File: src/hw/dsm_pkg.sv
package dsm_pkg;

   ////////////////////////////////////////////////////////////////////////////////////
   // Register byte addresses on the AXI4-Lite bus
   localparam int         ADDR_W    = 8;
   localparam logic [7:0] CTL_ADDR  = 8'h00;
   localparam logic [7:0] SRC_ADDR  = 8'h04;
   localparam logic [7:0] CARH_ADDR = 8'h08;
   localparam logic [7:0] CARL_ADDR = 8'h0C;

   ////////////////////////////////////////////////////////////////////////////////////
   // modulator_control fields
   localparam int         CTL_EN    = 7;
   localparam int         CTL_OE    = 6;
   localparam int         CTL_SLR   = 5;
   localparam int         CTL_OPOL  = 4;
   localparam int         CTL_OUT   = 3;
   localparam int         CTL_BIT   = 0;
   localparam logic [7:0] CTL_RST   = 8'h20;
   localparam logic [7:0] CTL_WMASK = 8'hF1;

   // high_carrier_control and low_carrier_control fields
   localparam int         CAR_DIS   = 7;
   localparam int         CAR_POL   = 6;
   localparam int         CAR_SYNC  = 5;
   localparam logic [7:0] CAR_RST   = 8'h00;
   localparam logic [7:0] CAR_WMASK = 8'hEF;

   // modulation_source_select fields
   localparam int         SRC_DIS   = 7;
   localparam logic [7:0] SRC_RST   = 8'h00;
   localparam logic [7:0] SRC_WMASK = 8'h8F;

   ////////////////////////////////////////////////////////////////////////////////////
   // Source select codes
   localparam int         NSRC          = 8;
   localparam logic [3:0] SEL_GND       = 4'h0;
   localparam logic [3:0] SEL_PWM_BASE  = 4'h4;
   localparam logic [3:0] SEL_RSVD      = 4'h8;
   localparam logic [3:0] MSRC_SW       = 4'h0;
   localparam logic [3:0] MSRC_PIN      = 4'h1;
   localparam logic [3:0] MSRC_PWM_BASE = 4'h2;

   localparam logic [1:0] RESP_OKAY     = 2'h0;
   localparam logic [1:0] RESP_SLVERR   = 2'h2;

endpackage

File: src/hw/carrier_sel_if.sv
`timescale 1ns/10ps
interface carrier_sel_if;
   logic [3:0] sel;
   logic       invert;
   logic [7:0] sources;
   logic       result;

   modport user (output sel, output invert, output sources, input result);
   modport mux  (input sel, input invert, input sources, output result);
endinterface

File: src/hw/carrier_mux.sv
`timescale 1ns/10ps
module carrier_mux (
   carrier_sel_if.mux bus
);

   // Reserved codes feed a constant low, then the polarity stage
   always_comb begin
      if (bus.sel < dsm_pkg::SEL_RSVD) begin
         bus.result = bus.sources[bus.sel[2:0]] ^ bus.invert;
      end else begin
         bus.result = bus.invert;
      end
   end

endmodule

File: src/hw/signal_modulator.sv
// Decided for this implementation: the placing of the registers and the AXI4-Lite interface to the registers.
`timescale 1ns/10ps
module signal_modulator (
   input  wire logic        aclk,
   input  wire logic        aresetn,
   input  wire logic [7:0]  awaddr,
   input  wire logic        awvalid,
   output logic             awready,
   input  wire logic [31:0] wdata,
   input  wire logic [3:0]  wstrb,
   input  wire logic        wvalid,
   output logic             wready,
   output logic [1:0]       bresp,
   output logic             bvalid,
   input  wire logic        bready,
   input  wire logic [7:0]  araddr,
   input  wire logic        arvalid,
   output logic             arready,
   output logic [31:0]      rdata,
   output logic [1:0]       rresp,
   output logic             rvalid,
   input  wire logic        rready,
   input  wire logic        carrier_input_pin_one,
   input  wire logic        carrier_input_pin_two,
   input  wire logic        ref_clock_signal,
   input  wire logic        modulation_input_pin,
   input  wire logic [3:0]  pwm_output,
   input  wire logic [3:0]  pwm_mode_active,
   output logic             modulated_output,
   output logic             modulated_output_oe,
   output logic             slew_limit_control,
   output logic [3:0]       pwm_pin_release
);

   ////////////////////////////////////////////////////////////////////////////////////
   // State

   typedef struct packed {
      logic [7:0] ctl;
      logic [7:0] src;
      logic [7:0] carh;
      logic [7:0] carl;
      logic       aw_ready;
      logic       w_ready;
      logic       aw_have;
      logic       w_have;
      logic [7:0] aw_addr;
      logic [7:0] w_data;
      logic       w_lane0;
      logic       b_valid;
      logic [1:0] b_resp;
      logic       ar_ready;
      logic       r_valid;
      logic [1:0] r_resp;
      logic [7:0] r_data;
      logic       sel_high;
      logic       prev_high;
      logic       prev_low;
      logic       out;
      logic       oe;
      logic       slr;
      logic [3:0] release_pins;
   } state_s;

   localparam state_s ST_RST = '{
      ctl:      dsm_pkg::CTL_RST,
      src:      dsm_pkg::SRC_RST,
      carh:     dsm_pkg::CAR_RST,
      carl:     dsm_pkg::CAR_RST,
      aw_ready: 1'b1,
      w_ready:  1'b1,
      ar_ready: 1'b1,
      slr:      dsm_pkg::CTL_RST[dsm_pkg::CTL_SLR],
      default:  '0
   };

   state_s     st_r;
   state_s     st_nxt;
   logic       en_c;
   logic       hi_c;
   logic       lo_c;
   logic       mod_c;
   logic       use_high_c;
   logic       mix_c;
   logic       wr_fire_c;
   logic [3:0] rel_c;
   logic [3:0] pwm_src_c;

   ////////////////////////////////////////////////////////////////////////////////////
   // Source selection: 0 high carrier, 1 low carrier, 2 modulation

   carrier_sel_if cif [3] ();

   logic [3:0] sel_v [3];
   logic       inv_v [3];
   logic [7:0] src_v [3];
   logic       res_v [3];

   // PWM outputs only count as sources while in PWM mode
   assign pwm_src_c = pwm_output & pwm_mode_active;

   assign sel_v[0] = st_r.carh[3:0];
   assign sel_v[1] = st_r.carl[3:0];
   assign sel_v[2] = st_r.src[3:0];
   assign inv_v[0] = st_r.carh[dsm_pkg::CAR_POL];
   assign inv_v[1] = st_r.carl[dsm_pkg::CAR_POL];
   assign inv_v[2] = 1'b0;
   assign src_v[0] = {pwm_src_c, ref_clock_signal, carrier_input_pin_two,
                      carrier_input_pin_one, 1'b0};
   assign src_v[1] = src_v[0];
   assign src_v[2] = {2'b00, pwm_src_c, modulation_input_pin,
                      st_r.ctl[dsm_pkg::CTL_BIT]};

   genvar gi;
   generate
      for (gi = 0; gi < 3; gi++) begin : g_sel
         assign cif[gi].sel     = sel_v[gi];
         assign cif[gi].invert  = inv_v[gi];
         assign cif[gi].sources = src_v[gi];
         assign res_v[gi]       = cif[gi].result;
         carrier_mux u_mux (
            .bus (cif[gi])
         );
      end
   endgenerate

   assign hi_c  = res_v[0];
   assign lo_c  = res_v[1];
   assign mod_c = res_v[2];
   assign en_c  = st_r.ctl[dsm_pkg::CTL_EN];

   ////////////////////////////////////////////////////////////////////////////////////
   // Pin release towards the PWM units

   genvar gk;
   generate
      for (gk = 0; gk < 4; gk++) begin : g_rel
         assign rel_c[gk] = en_c & (
            (st_r.carh[3:0] == 4'(dsm_pkg::SEL_PWM_BASE + gk)
               && st_r.carh[dsm_pkg::CAR_DIS]) |
            (st_r.carl[3:0] == 4'(dsm_pkg::SEL_PWM_BASE + gk)
               && st_r.carl[dsm_pkg::CAR_DIS]) |
            (st_r.src[3:0] == 4'(dsm_pkg::MSRC_PWM_BASE + gk)
               && st_r.src[dsm_pkg::SRC_DIS]));
      end
   endgenerate

   assign wr_fire_c = st_r.aw_have & st_r.w_have & ~st_r.b_valid;

   ////////////////////////////////////////////////////////////////////////////////////
   // Next state

   always_comb begin
      st_nxt = st_r;

      // Write channels are taken independently; the response waits for both
      if (awvalid && st_r.aw_ready) begin
         st_nxt.aw_ready = 1'b0;
         st_nxt.aw_have  = 1'b1;
         st_nxt.aw_addr  = awaddr;
      end
      if (wvalid && st_r.w_ready) begin
         st_nxt.w_ready = 1'b0;
         st_nxt.w_have  = 1'b1;
         st_nxt.w_data  = wdata[7:0];
         st_nxt.w_lane0 = wstrb[0];
      end
      if (wr_fire_c) begin
         st_nxt.b_valid = 1'b1;
         st_nxt.b_resp  = dsm_pkg::RESP_OKAY;
         case (st_r.aw_addr)
            dsm_pkg::CTL_ADDR: begin
               if (st_r.w_lane0) begin
                  st_nxt.ctl = (st_r.ctl & ~dsm_pkg::CTL_WMASK)
                             | (st_r.w_data & dsm_pkg::CTL_WMASK);
               end
            end
            dsm_pkg::SRC_ADDR: begin
               if (st_r.w_lane0) begin
                  st_nxt.src = (st_r.src & ~dsm_pkg::SRC_WMASK)
                             | (st_r.w_data & dsm_pkg::SRC_WMASK);
               end
            end
            dsm_pkg::CARH_ADDR: begin
               if (st_r.w_lane0) begin
                  st_nxt.carh = (st_r.carh & ~dsm_pkg::CAR_WMASK)
                              | (st_r.w_data & dsm_pkg::CAR_WMASK);
               end
            end
            dsm_pkg::CARL_ADDR: begin
               if (st_r.w_lane0) begin
                  st_nxt.carl = (st_r.carl & ~dsm_pkg::CAR_WMASK)
                              | (st_r.w_data & dsm_pkg::CAR_WMASK);
               end
            end
            default: begin
               st_nxt.b_resp = dsm_pkg::RESP_SLVERR;
            end
         endcase
      end
      if (st_r.b_valid && bready) begin
         st_nxt.b_valid  = 1'b0;
         st_nxt.aw_have  = 1'b0;
         st_nxt.w_have   = 1'b0;
         st_nxt.aw_ready = 1'b1;
         st_nxt.w_ready  = 1'b1;
      end

      // Read: one outstanding, answered the cycle after the address is taken
      if (arvalid && st_r.ar_ready) begin
         st_nxt.ar_ready = 1'b0;
         st_nxt.r_valid  = 1'b1;
         st_nxt.r_resp   = dsm_pkg::RESP_OKAY;
         case (araddr)
            dsm_pkg::CTL_ADDR: begin
               st_nxt.r_data = st_r.ctl;
               st_nxt.r_data[dsm_pkg::CTL_OUT] = st_r.out;
            end
            dsm_pkg::SRC_ADDR: begin
               st_nxt.r_data = st_r.src;
            end
            dsm_pkg::CARH_ADDR: begin
               st_nxt.r_data = st_r.carh;
            end
            dsm_pkg::CARL_ADDR: begin
               st_nxt.r_data = st_r.carl;
            end
            default: begin
               st_nxt.r_data = 8'h00;
               st_nxt.r_resp = dsm_pkg::RESP_SLVERR;
            end
         endcase
      end
      if (st_r.r_valid && rready) begin
         st_nxt.r_valid  = 1'b0;
         st_nxt.ar_ready = 1'b1;
      end

      // Carrier switch; without sync the switch is immediate and may clip a pulse
      use_high_c = st_r.sel_high;
      if (!en_c) begin
         use_high_c = 1'b0;
      end else if (mod_c && !st_r.sel_high) begin
         if (!st_r.carl[dsm_pkg::CAR_SYNC] || (st_r.prev_low && !lo_c)) begin
            use_high_c = 1'b1;
         end
      end else if (!mod_c && st_r.sel_high) begin
         if (!st_r.carh[dsm_pkg::CAR_SYNC] || (st_r.prev_high && !hi_c)) begin
            use_high_c = 1'b0;
         end
      end
      mix_c = use_high_c ? hi_c : lo_c;

      st_nxt.sel_high     = use_high_c;
      st_nxt.prev_high    = hi_c;
      st_nxt.prev_low     = lo_c;
      st_nxt.out          = en_c & (mix_c ^ st_r.ctl[dsm_pkg::CTL_OPOL]);
      st_nxt.oe           = en_c & st_r.ctl[dsm_pkg::CTL_OE];
      st_nxt.slr          = st_r.ctl[dsm_pkg::CTL_SLR];
      st_nxt.release_pins = rel_c;
   end

   // No clock gating: a sleeping core leaves this logic running
   always_ff @(posedge aclk) begin
      if (!aresetn) begin
         st_r <= ST_RST;
      end else begin
         st_r <= st_nxt;
      end
   end

   ////////////////////////////////////////////////////////////////////////////////////
   // Outputs

   assign awready             = st_r.aw_ready;
   assign wready              = st_r.w_ready;
   assign bvalid              = st_r.b_valid;
   assign bresp               = st_r.b_resp;
   assign arready             = st_r.ar_ready;
   assign rvalid              = st_r.r_valid;
   assign rresp               = st_r.r_resp;
   assign rdata               = {24'h00_0000, st_r.r_data};
   assign modulated_output    = st_r.out;
   assign modulated_output_oe = st_r.oe;
   assign slew_limit_control  = st_r.slr;
   assign pwm_pin_release     = st_r.release_pins;
endmodule

File: config.mk
export PLATFORM = sky130hd
export DESIGN_NAME = signal_modulator
export DESIGN_NICKNAME = d
export VERILOG_FILES = /design/src/hw/dsm_pkg.sv /design/src/hw/carrier_sel_if.sv /design/src/hw/carrier_mux.sv /design/src/hw/signal_modulator.sv
export SDC_FILE = /design/constraint.sdc
export NUM_CORES = 1
export LEC_CHECK = 0
export ABC_AREA = 1
export BUFFER_PORTS_ARGS = -buffer_cell sky130_fd_sc_hd__buf_4
export CAP_MARGIN = 40
export CORE_MARGIN = 2
export CORE_UTILIZATION = 55
export CTS_CLUSTER_SIZE = 20
export DETAILED_ROUTE_END_ITERATION = 8
export PLACE_DENSITY = 0.95
export SETUP_SLACK_MARGIN = 0.2
export SKIP_LAST_GASP = 1
export SLEW_MARGIN = 25
export SYNTH_ARGS = -nofsm -noshare
export SYNTH_HDL_FRONTEND = slang
export SYNTH_HIERARCHICAL = 1
export SYNTH_SLANG_ARGS = --single-unit
File: constraint.sdc
create_clock -name aclk -period 3.7 [get_ports aclk]
set_input_delay 0.555 -clock aclk [delete_from_list [all_inputs] [get_ports aclk]]
set_output_delay 0.555 -clock aclk [all_outputs]
set_load 0.01 [all_outputs]
Word-level counts from Yosys, hierarchy flattened
Index checks and enable logic that the tools add are counted.
{"block": "word_totals", "reg_bits": 78, "inputBits": 71, "elab_cells": 131}
{"block": "classes", "order_cmp": 6, "n_eq_ne": 18, "muxes": 18, "bitwise_logic": 26, "n_reduce_logical": 39}
{"op": "== test 4 x 3 -> 1 bit (second input constant)", "n": 10}
{"op": "== test 8 x 4 -> 1 bit (second input constant)", "n": 4}
{"op": "case mux 8 bit (4 select lines)", "n": 1}
{"op": "logical AND 1 bit", "n": 21}
{"op": "== test 8 x 3 -> 1 bit (second input constant)", "n": 2}
{"op": "logical NOT 8 bit", "n": 2}
{"op": "bitwise OR 5 x 8 -> 8 bit", "n": 2}
{"op": "less-than comparator 3 x 4 -> 1 bit (second input constant)", "n": 3}
{"op": "less-than comparator 4 bit (second input constant)", "n": 3}
{"op": "two-way mux 1 bit", "n": 12}
{"op": "AND reduction 3 bit", "n": 4}
{"op": "binary-select mux 1 bit (select 3 bit)", "n": 3}
{"op": "bitwise AND 1 bit", "n": 8}
{"op": "== test 4 x 2 -> 1 bit (second input constant)", "n": 2}
{"op": "bitwise OR 1 bit", "n": 8}
{"op": "bitwise OR 4 x 8 -> 8 bit", "n": 1}
{"op": "bitwise OR 7 x 8 -> 8 bit", "n": 1}
{"op": "OR reduction 4 bit", "n": 2}
{"op": "logical NOT 1 bit", "n": 6}
{"op": "bitwise AND 4 bit", "n": 1}
{"op": "two-way mux 2 bit", "n": 2}
{"op": "OR reduction 2 bit", "n": 2}
{"op": "XOR 1 bit", "n": 3}
{"op": "logical OR 1 bit", "n": 2}
{"op": "NOT 1 bit", "n": 2}

Logic depth before layout (Yosys ltp)
Gate-level depths: netlist of run 1.
{"block": "depth", "depth_word": 15, "ltp_mapped": 19}

By module
The synthesis of run 1 kept the hierarchy.
{"module": "signal_modulator", "n_inst": 1, "cells_each": 443, "area_each_um2": 3233.1, "seq_area_each_um2": 1361.3}
{"module": "carrier_mux", "n_inst": 3, "cells_each": 29, "area_each_um2": 127.6, "seq_area_each_um2": 0.0}

Worst setup path after synthesis of run 1
Ideal clock, no wire load.
{"block": "synth_path", "path_type": "input port to flip-flop", "startpoint": "input port pwm_output[3]", "endpoint": "register st_r (netlist bit modulated_output)", "t_arrival_ns": 1.695, "setup_slack_ns": 1.890, "stages": 18, "path_buffers": 0, "cell_sequence": "nand2_1 -> inv_1 -> inv_1 -> nand2_1 -> nand3_1 -> nand3_1 -> nand3_1 -> nand2_1 -> nand2_1 -> inv_1 -> nand2_1 -> nand2_1 -> a21boi_0 -> nand2_1 -> nand2_1 -> nand3_1 -> nand2_1 -> nor2_1"}
{"block": "synth_via", "elab_chain_len": 15, "word_cells_on_any_way": 29, "classes_between": "15 x mux; 5 x bitwise; 9 x reduce/logical"}
{"item": "start, declared", "line_no": "signal_modulator.sv:27", "rtl": "input wire logic [3:0] pwm_output,"}
{"item": "bitwise AND 4 bit *", "line_no": "signal_modulator.sv:100", "rtl": "assign pwm_src_c = pwm_output & pwm_mode_active;"}
{"item": "net cif[2].sources[5]", "line_no": "carrier_sel_if.sv:5", "rtl": "logic [7:0] sources;"}
{"item": "binary-select mux 1 bit (select 3 bit) *", "line_no": "carrier_mux.sv:9", "rtl": "bus.result = bus.sources[bus.sel[2:0]] ^ bus.invert;"}
{"item": "two-way mux 1 bit (not written as such) *", "line_no": "carrier_mux.sv:9"}
{"item": "XOR 1 bit *", "line_no": "carrier_mux.sv:9"}
{"item": "two-way mux 1 bit *", "line_no": "carrier_mux.sv:8", "rtl": "if (bus.sel < dsm_pkg::SEL_RSVD) begin"}
{"item": "net cif[0].result", "line_no": "carrier_sel_if.sv:6", "rtl": "logic result;"}
{"item": "logical NOT 1 bit", "line_no": "signal_modulator.sv:248", "rtl": "if (!st_r.carh[dsm_pkg::CAR_SYNC] || (st_r.prev_high && !hi_c)) begin"}
{"item": "logical AND 1 bit", "line_no": "signal_modulator.sv:248"}
{"item": "logical OR 1 bit", "line_no": "signal_modulator.sv:248"}
{"item": "two-way mux 1 bit", "line_no": "signal_modulator.sv:248"}
{"item": "two-way mux 1 bit", "line_no": "signal_modulator.sv:247", "rtl": "end else if (!mod_c && st_r.sel_high) begin"}
{"item": "two-way mux 1 bit", "line_no": "signal_modulator.sv:243", "rtl": "end else if (mod_c && !st_r.sel_high) begin"}
{"item": "two-way mux 1 bit", "line_no": "signal_modulator.sv:241", "rtl": "if (!en_c) begin"}
{"item": "two-way mux 1 bit *", "line_no": "signal_modulator.sv:252", "rtl": "mix_c = use_high_c ? hi_c : lo_c;"}
{"item": "XOR 1 bit *", "line_no": "signal_modulator.sv:257", "rtl": "st_nxt.out = en_c & (mix_c ^ st_r.ctl[dsm_pkg::CTL_OPOL]);"}
{"item": "bitwise AND 1 bit *", "line_no": "signal_modulator.sv:257"}
{"item": "end signal, assigned", "line_no": "signal_modulator.sv:268", "rtl": "st_r <= st_nxt;"}
{"item": "end, declared", "line_no": "signal_modulator.sv:77", "rtl": "state_s st_r;"}
Mark *: on every way through the listed nets, which the timed path passes. The rest lies on a longest branch. The select of a mux whose other input is x is not followed.
A chain may end at the register's enable or synchronous reset.

Worst setup path in the final report of run 1
{"block": "layout_path", "startpoint": "register st_r (netlist bit cif[0].sel[0])", "endpoint": "register st_r (netlist bit modulated_output)"}
{"block": "layout_via", "elab_chain_len": 14, "word_cells_on_any_way": 15, "classes_between": "1 x order compare; 8 x mux; 3 x bitwise; 3 x reduce/logical"}
{"item": "binary-select mux 1 bit (select 3 bit)", "line_no": "carrier_mux.sv:9"}
{"item": "two-way mux 1 bit (not written as such)", "line_no": "carrier_mux.sv:9"}
{"item": "XOR 1 bit", "line_no": "carrier_mux.sv:9"}
{"item": "two-way mux 1 bit *", "line_no": "carrier_mux.sv:8"}
{"item": "net cif[0].result", "line_no": "carrier_sel_if.sv:6"}
{"item": "logical NOT 1 bit", "line_no": "signal_modulator.sv:248"}
{"item": "logical AND 1 bit", "line_no": "signal_modulator.sv:248"}
{"item": "logical OR 1 bit", "line_no": "signal_modulator.sv:248"}
{"item": "two-way mux 1 bit", "line_no": "signal_modulator.sv:248"}
{"item": "two-way mux 1 bit", "line_no": "signal_modulator.sv:247"}
{"item": "two-way mux 1 bit", "line_no": "signal_modulator.sv:243"}
{"item": "two-way mux 1 bit", "line_no": "signal_modulator.sv:241"}
{"item": "two-way mux 1 bit *", "line_no": "signal_modulator.sv:252"}
{"item": "XOR 1 bit *", "line_no": "signal_modulator.sv:257"}
{"item": "bitwise AND 1 bit *", "line_no": "signal_modulator.sv:257"}
Marked as above.

==> results of run 1 <==
## synthesized netlist by cell type, types with 2 or more instances
master / instances
buf_4: 40
o21ai_0: 25
nand4_1: 13
buf_2: 3
nand3b_1: 3
o21ai_1: 13
dfxtp_1: 68
nor2_1: 77
inv_1: 69
clkbuf_1: 6
inv_2: 8
nand3b_2: 3
nor2_2: 3
a21oi_1: 26
nand2_1: 99
nor2_4: 2
nand4_4: 3
nand3_1: 53
nand2_2: 2
## critical path, delay by kind of cell, from the launching register on
family / cells / cell delay, ns
AND/OR/NAND/NOR: 13 / 1.05
flip-flops: 1 / 0.56
AO/OA/AOI/OAI: 1 / 0.26
buffers and inverters: 1 / 0.06
## flip-flops by register name (all words and copies together), names as in the netlist, 2 cells and up
register	cells
pwm_pin_release	4
cif.invert	2
cif.sel	12
rdata	8
st_r	29
## metrics by stage
stage               worst slack [ns]   util
floorplan                       1.89      -
global placement                1.59  0.623
detailed placement              1.50  0.623
CTS                             1.71  0.655
global route                    1.45  0.655
finish                          1.68  0.655
## logic make-up (layout without fill, tap and decap cells)
logic type,Yosys count,count (layout),synth area share
flip-flops,68,68,0.376
AND/OR/NAND/NOR,263,263,0.345
AO/OA/AOI/OAI,68,68,0.0965
buffers and inverters,130,160,0.181
other,1,32,0.00104
## power by group
group	switching [mW]	internal (mW)
registers	0.0227	0.758
clock network	0.291	0.328
logic	0.109	0.0719
total	0.423	1.16
## cell type report
class | instances | area [sq um]
Fill cell | 526 | 2190
Clock buffer | 10 | 138
Sequential cell | 68 | 1360
Multi-Input combinational cell | 363 | 1720
Timing Repair Buffer | 65 | 488
Tap cell | 77 | 96.3
Inverter | 79 | 298
Clock inverter | 6 | 63.8
## cells in the final DEF, fill, tap and decap left out, types with 8 or more instances in the layout
cell type and instances:
o21ai_1 13, buf_4 65, nand2_1 99, clkbuf_8 10, inv_1 69, conb_1 32, a21oi_1 26, nand4_1 13
nand3_1 53, inv_2 8, o21ai_0 25, dfxtp_1 68, nor2_1 77
## how the worst max path moves through the flow
stage,start,end,slack [ns],cells past startpoint
after floorplan,pwm_output[3],modulated_output$_SDFF_PN0_,1.89,18
after global placement,aresetn,bvalid$_SDFFE_PP0P_,1.59,5
after detailed placement,pwm_output[3],modulated_output$_SDFF_PN0_,1.50,17
after CTS,cif[0].sel[0]$_SDFFE_PN0P_,modulated_output$_SDFF_PN0_,1.71,13
after global routing,cif[0].sel[0]$_SDFFE_PN0P_,modulated_output$_SDFF_PN0_,1.45,13
final,cif[0].sel[0]$_SDFFE_PN0P_,modulated_output$_SDFF_PN0_,1.68,15
## per-layer routing
metal	GRT usage	vias up
met5	0	-
met4	0.107	0
met3	0.0564	16
met2	0.386	133
met1	0.271	1511
li1	-	1724
==> impl_metrics.json, run 1 <==
{
  "clk_pin_slew_ns": 0.07,
  "die_h_microns": 85.1,
  "synth_cells": 530,
  "h-tree-depth": 3,
  "routed_via_density": 5.07,
  "die_x_microns": 85.1,
  "cts.hold.buffers_added": 0,
  "routed_wl_microns": 7930,
  "p_leak_nw": 2.00,
  "maxClockFrequency_mhz": 496,
  "critical_path.slowest_cell": "dfxtp_1",
  "slew_headroom": 0.617,
  "antenna_found_initial": 0,
  "grt-ovfl-total": 0,
  "ff2ff_setup_slack_ns": 1.68,
  "ctsResizeCount": 0,
  "worst_r2r_endpoint": "modulated_output$_SDFF_PN0_",
  "arrival_ns": 2.26,
  "dr_wl_met3_microns": 539,
  "clkSinkCount": 68,
  "crit_required_ns": 3.94,
  "reg2reg_depth": 15,
  "nets": 657,
  "fin_worst_skew_ns": 0.0120,
  "cts_max_path_buffers": 2,
  "ys_warn_count": 6,
  "cp_cell_sequence": "nand2_1 > nand3_1 > nand3_1 > nand3_1 > nand2_1 > nand2_1 > inv_1 > nand2_1 > nand2_1 > a21boi_0 > nand2_1 > nand2_1 > nand3_1 > nand2_1 > nor2_1",
  "start_util": 0.569,
  "hold_end": "arready$_SDFFE_PP1P_",
  "core.rowCount": 29,
  "drt-pass1-iter-count": 4,
  "yosys-top-cells-area": "dfxtp_1 (38%), nand2_1 (10%), buf_4 (8.3%)",
  "setup_viol": 0,
  "n_antenna_cell": 0,
  "peakVddDrop_mv": 0.458,
  "yosysUniqueCellTypes": 33,
  "synth-edff-count": 0,
  "numCtsBuffers": 9,
  "drcViolationCount": 0,
  "status": "finished, final reports clean",
  "synth_top_area_frac": 0.376,
  "ys_seq_elements": 68,
  "first_global_vias": 3092,
  "worstPathMaxFanout": 11,
  "core_sq_um": 6350,
  "routed.top_layer": "met4",
  "grt_usage": 0.228,
  "slew_viol_final": 0,
  "post_drt_wl_per_cell_microns": 11.9,
  "end_kind": "flop",
  "place.gp.congestion": 0.844,
  "wl_met2_microns": 3920,
  "m1WireLength_microns": 3280,
  "portBuffers": 65,
  "min_period_over_period": 0.545,
  "drv_cap": 0,
  "crit_path_max_incr_delay_ns": 0.56,
  "cts_tree": "built",
  "antenna_left": 0,
  "worst_hold_startpoint": "rready",
  "holdPathStages": 3,
  "worst_pin_slew_ns": 0.570,
  "grt_max_degree": 41,
  "final_area_sq_um": 4160,
  "post-place-cells": 652,
  "drtIter0Drc": 194,
  "grt_pass1_wl_microns": 13400,
  "whs_ns": 0.441,
  "vias": 3384,
  "yosysTopAreaCell": "dfxtp_1",
  "postCtsSetupBuffers": 0,
  "startpoint_type": "flop",
  "min_path_type": "primary input to flop",
  "crit_top_cell": "nand2_1",
  "ys_seq_area_frac": 0.376,
  "clock-root-buffer": "clkbuf_8",
  "r2r_start": "cif[0].sel[0]$_SDFFE_PN0P_",
  "final_cells": 668,
  "synthFlopType": "dfxtp_1",
  "synth_area_sq_um": 3620,
  "async_flop_share": 0,
  "postSynthAreaPerCell_sq_um": 6.82,
  "clk_latency_ns": 0.35,
  "tns_ns": 0,
  "post-route-min-period_ns": 2.02,
  "ios": 119,
  "p_per_area_nw_per_um2": 380,
  "power_mw": 1.58,
  "area_growth_pct": 15.1,
  "critical_path_class": "flop to flop",
  "rsz0062_at_grt": "false",
  "drive_gt1_frac": 0.181,
  "dieArea_sq_um": 7240,
  "hpwl_microns": 5940,
  "placed_area_sq_um": 3960,
  "final-hold-violation-count": 0
}
(Power assumes the default switching activity.)
==> run 2: changes to the inputs <==
--- a/config.mk
+++ b/config.mk
@@ -9,10 +9,10 @@
 export BUFFER_PORTS_ARGS = -buffer_cell sky130_fd_sc_hd__buf_4
 export CAP_MARGIN = 40
 export CORE_MARGIN = 2
-export CORE_UTILIZATION = 55
+export CORE_UTILIZATION = 51
 export CTS_CLUSTER_SIZE = 20
 export DETAILED_ROUTE_END_ITERATION = 8
-export PLACE_DENSITY = 0.95
+export PLACE_DENSITY = 0.91
 export SETUP_SLACK_MARGIN = 0.2
 export SKIP_LAST_GASP = 1
 export SLEW_MARGIN = 25
==> constraint.sdc (replaced) <==
create_clock -name aclk -period 2.1 [get_ports aclk]
set_input_delay 0.315 -clock aclk [delete_from_list [all_inputs] [get_ports aclk]]
set_output_delay 0.315 -clock aclk [all_outputs]
set_load 0.01 [all_outputs]
==> run 2 against run 1 <==
Clock skew is 0.0038 ns lower. Via count hardly changed. Fmax is 18% higher. Flip-flop and latch count stayed put. Sequential share of layout area is 0.71 points lower. Critical path depth is 2 lower. Die area is 7.5% higher. Wire length is 0.45% higher. Register-to-register slack worse by 1.3 ns. Final area is 3.0% higher. Sequential power is 76% higher. Critical path type unchanged. Highest routed layer unchanged.
==> impl_metrics.json, run 2 (same netlist as run 1, synthesis figures left out) <==
{
  "status": "finished, final reports clean",
  "grt-ovfl-total": 0,
  "nets": 663,
  "cp_cell_sequence": "inv_2 > nand2_1 > nand3_1 > nand3_2 > nand4_1 > nand2_2 > inv_1 > nand2_1 > nand2_1 > a21boi_2 > nand3_1 > a21oi_1 > nor2_1",
  "h-tree-depth": 3,
  "cts_tree": "built",
  "crit_required_ns": 2.34,
  "routed_wl_microns": 7960,
  "worst_hold_startpoint": "rready",
  "fin_worst_skew_ns": 0.00828,
  "drv_cap": 0,
  "layout_commonest_cell": "nand2_1",
  "final-hold-violation-count": 0,
  "r2r_start": "cif[0].sel[0]$_SDFFE_PN0P_",
  "n_fill_cell": 629,
  "internal_power_mw": 2.16,
  "critical_path_class": "flop to flop",
  "utilization": 0.627,
  "arrival_ns": 1.94,
  "vias": 3386,
  "post-route-min-period_ns": 1.71,
  "critical_path.slowest_cell": "dfxtp_4",
  "p_leak_nw": 2.06,
  "clkPwrFrac": 0.411,
  "placed_area_sq_um": 4010,
  "antenna_found_initial": 0,
  "die_x_microns": 88.2,
  "numCtsBuffers": 9,
  "crit_top_cell": "nand2_1",
  "post-place-cells": 675,
  "n_antenna_cell": 0,
  "clk_pin_slew_ns": 0.07,
  "place.gp.congestion": 0.894,
  "drcViolationCount": 0,
  "layout_common_cells": "nand2_1 (97), nor2_1 (76), buf_4 (71)",
  "grt_max_degree": 40,
  "slew_viol_final": 0,
  "worst_pin_slew_ns": 0.521,
  "peakVddDrop_mv": 0.536,
  "largest_reg_flops": 29,
  "ios": 119,
  "final_cells": 693,
  "first_global_vias": 3154,
  "dieArea_sq_um": 7780,
  "grt_pass1_wl_microns": 13300,
  "setup_viol": 0,
  "maxClockFrequency_mhz": 586,
  "clkSinkCount": 68,
  "worstPathMaxFanout": 7,
  "comb_power_share": 0.113,
  "drive_gt1_frac": 0.206,
  "worst_slack_ns": 0.393,
  "place_ws_ns": 0.160,
  "drt-pass1-iter-count": 5,
  "min_period_over_period": 0.813,
  "rsz0062_at_grt": "false",
  "p_per_area_nw_per_um2": 673,
  "startpoint_type": "flop",
  "clock-root-buffer": "clkbuf_8",
  "slew_headroom": 0.652,
  "seq_power_share": 0.476,
  "tns_ns": 0,
  "min_path_type": "primary input to flop",
  "final_area_sq_um": 4280,
  "post_drt_wl_per_cell_microns": 11.5,
  "clk_latency_ns": 0.35,
  "portBuffers": 65,
  "die_h_microns": 88.2,
  "antenna_left": 0,
  "cts_max_path_buffers": 2,
  "crit_start": "cif[0].sel[0]$_SDFFE_PN0P_",
  "largest_register": "st_r",
  "core.rowCount": 30,
  "routed_via_density": 4.89,
  "end_kind": "flop",
  "drtIter0Drc": 219,
  "area_growth_pct": 18.5,
  "hpwl_microns": 6100,
  "p_sw_frac": 0.250,
  "switchingPower_mw": 0.720,
  "crit_path_max_incr_delay_ns": 0.39,
  "core_sq_um": 6830,
  "grt_usage": 0.218,
  "start_util": 0.529
}
-- run 2: per-stage QoR --
step / hold WS, ns / total power [mW]
floorplan: 0.422 / 1.64
global placement: 0.454 / 1.71
detailed placement: 0.457 / 1.73
CTS: 0.197 / 2.90
global route: 0.218 / 3.01
finish: 0.211 / 2.88
-- run 2: power by group through the flow --
| stage | clock, mW | sequential, mW | combinational (mW) |
|---|---|---|---|
| after CTS | 1.20 | 1.37 | 0.324 |
| after detailed placement | 0 | 1.40 | 0.323 |
| after global placement | 0 | 1.40 | 0.309 |
| final | 1.18 | 1.37 | 0.326 |
| after floorplan | 0 | 1.40 | 0.242 |
| after global routing | 1.26 | 1.38 | 0.373 |
-- run 2: final cells by class --
type                    instances  area, sq um  area share
repair buffers                 71          533       0.124
inverters                      79          298      0.0695
well taps                      96          120      0.0280
flip-flops and latches         68         1370       0.320
clock inverters                 6         87.6      0.0204
clock buffers                  10          138      0.0321
multi-input cells             363         1740       0.405
-- run 2: timing repair --
item,4_1_cts,5_1_grt
resized for setup,1,12
hold buffers,0,0
buffers inserted,0,2
pin swaps,0,2
endpoints found under the setup margin,1,2
hold endpoints to repair,0,0
-- run 2: worst paths after layout --
path,to,slack [ns],cells past startpoint
hold reg to reg,rdata[2]$_SDFFE_PN0P_,0.47,2
hold / removal,arready$_SDFFE_PP1P_,0.21,3
setup / recovery,modulated_output$_SDFF_PN0_,0.39,13
setup reg to reg,modulated_output$_SDFF_PN0_,0.39,13
-- run 2: worst max-delay path: cells and delay by family (launching register included) --
kind                   cells  cell delay [ns]
and+or+nand+nor            9             0.77
DFF                        1             0.39
buffers and inverters      2             0.10
AOI/OAI and AO/OA          2             0.33
-- run 2: routing by layer --
layer | share of wire | vias to the layer above | GRT usage | wire [microns]
met5 | 0 | - | 0 | 0
met3 | 0.074 | 19 | 0.0603 | 591
met2 | 0.50 | 138 | 0.388 | 3990
li1 | - | 1743 | - | -
met1 | 0.40 | 1486 | 0.249 | 3220
met4 | 0.021 | 0 | 0.0758 | 165
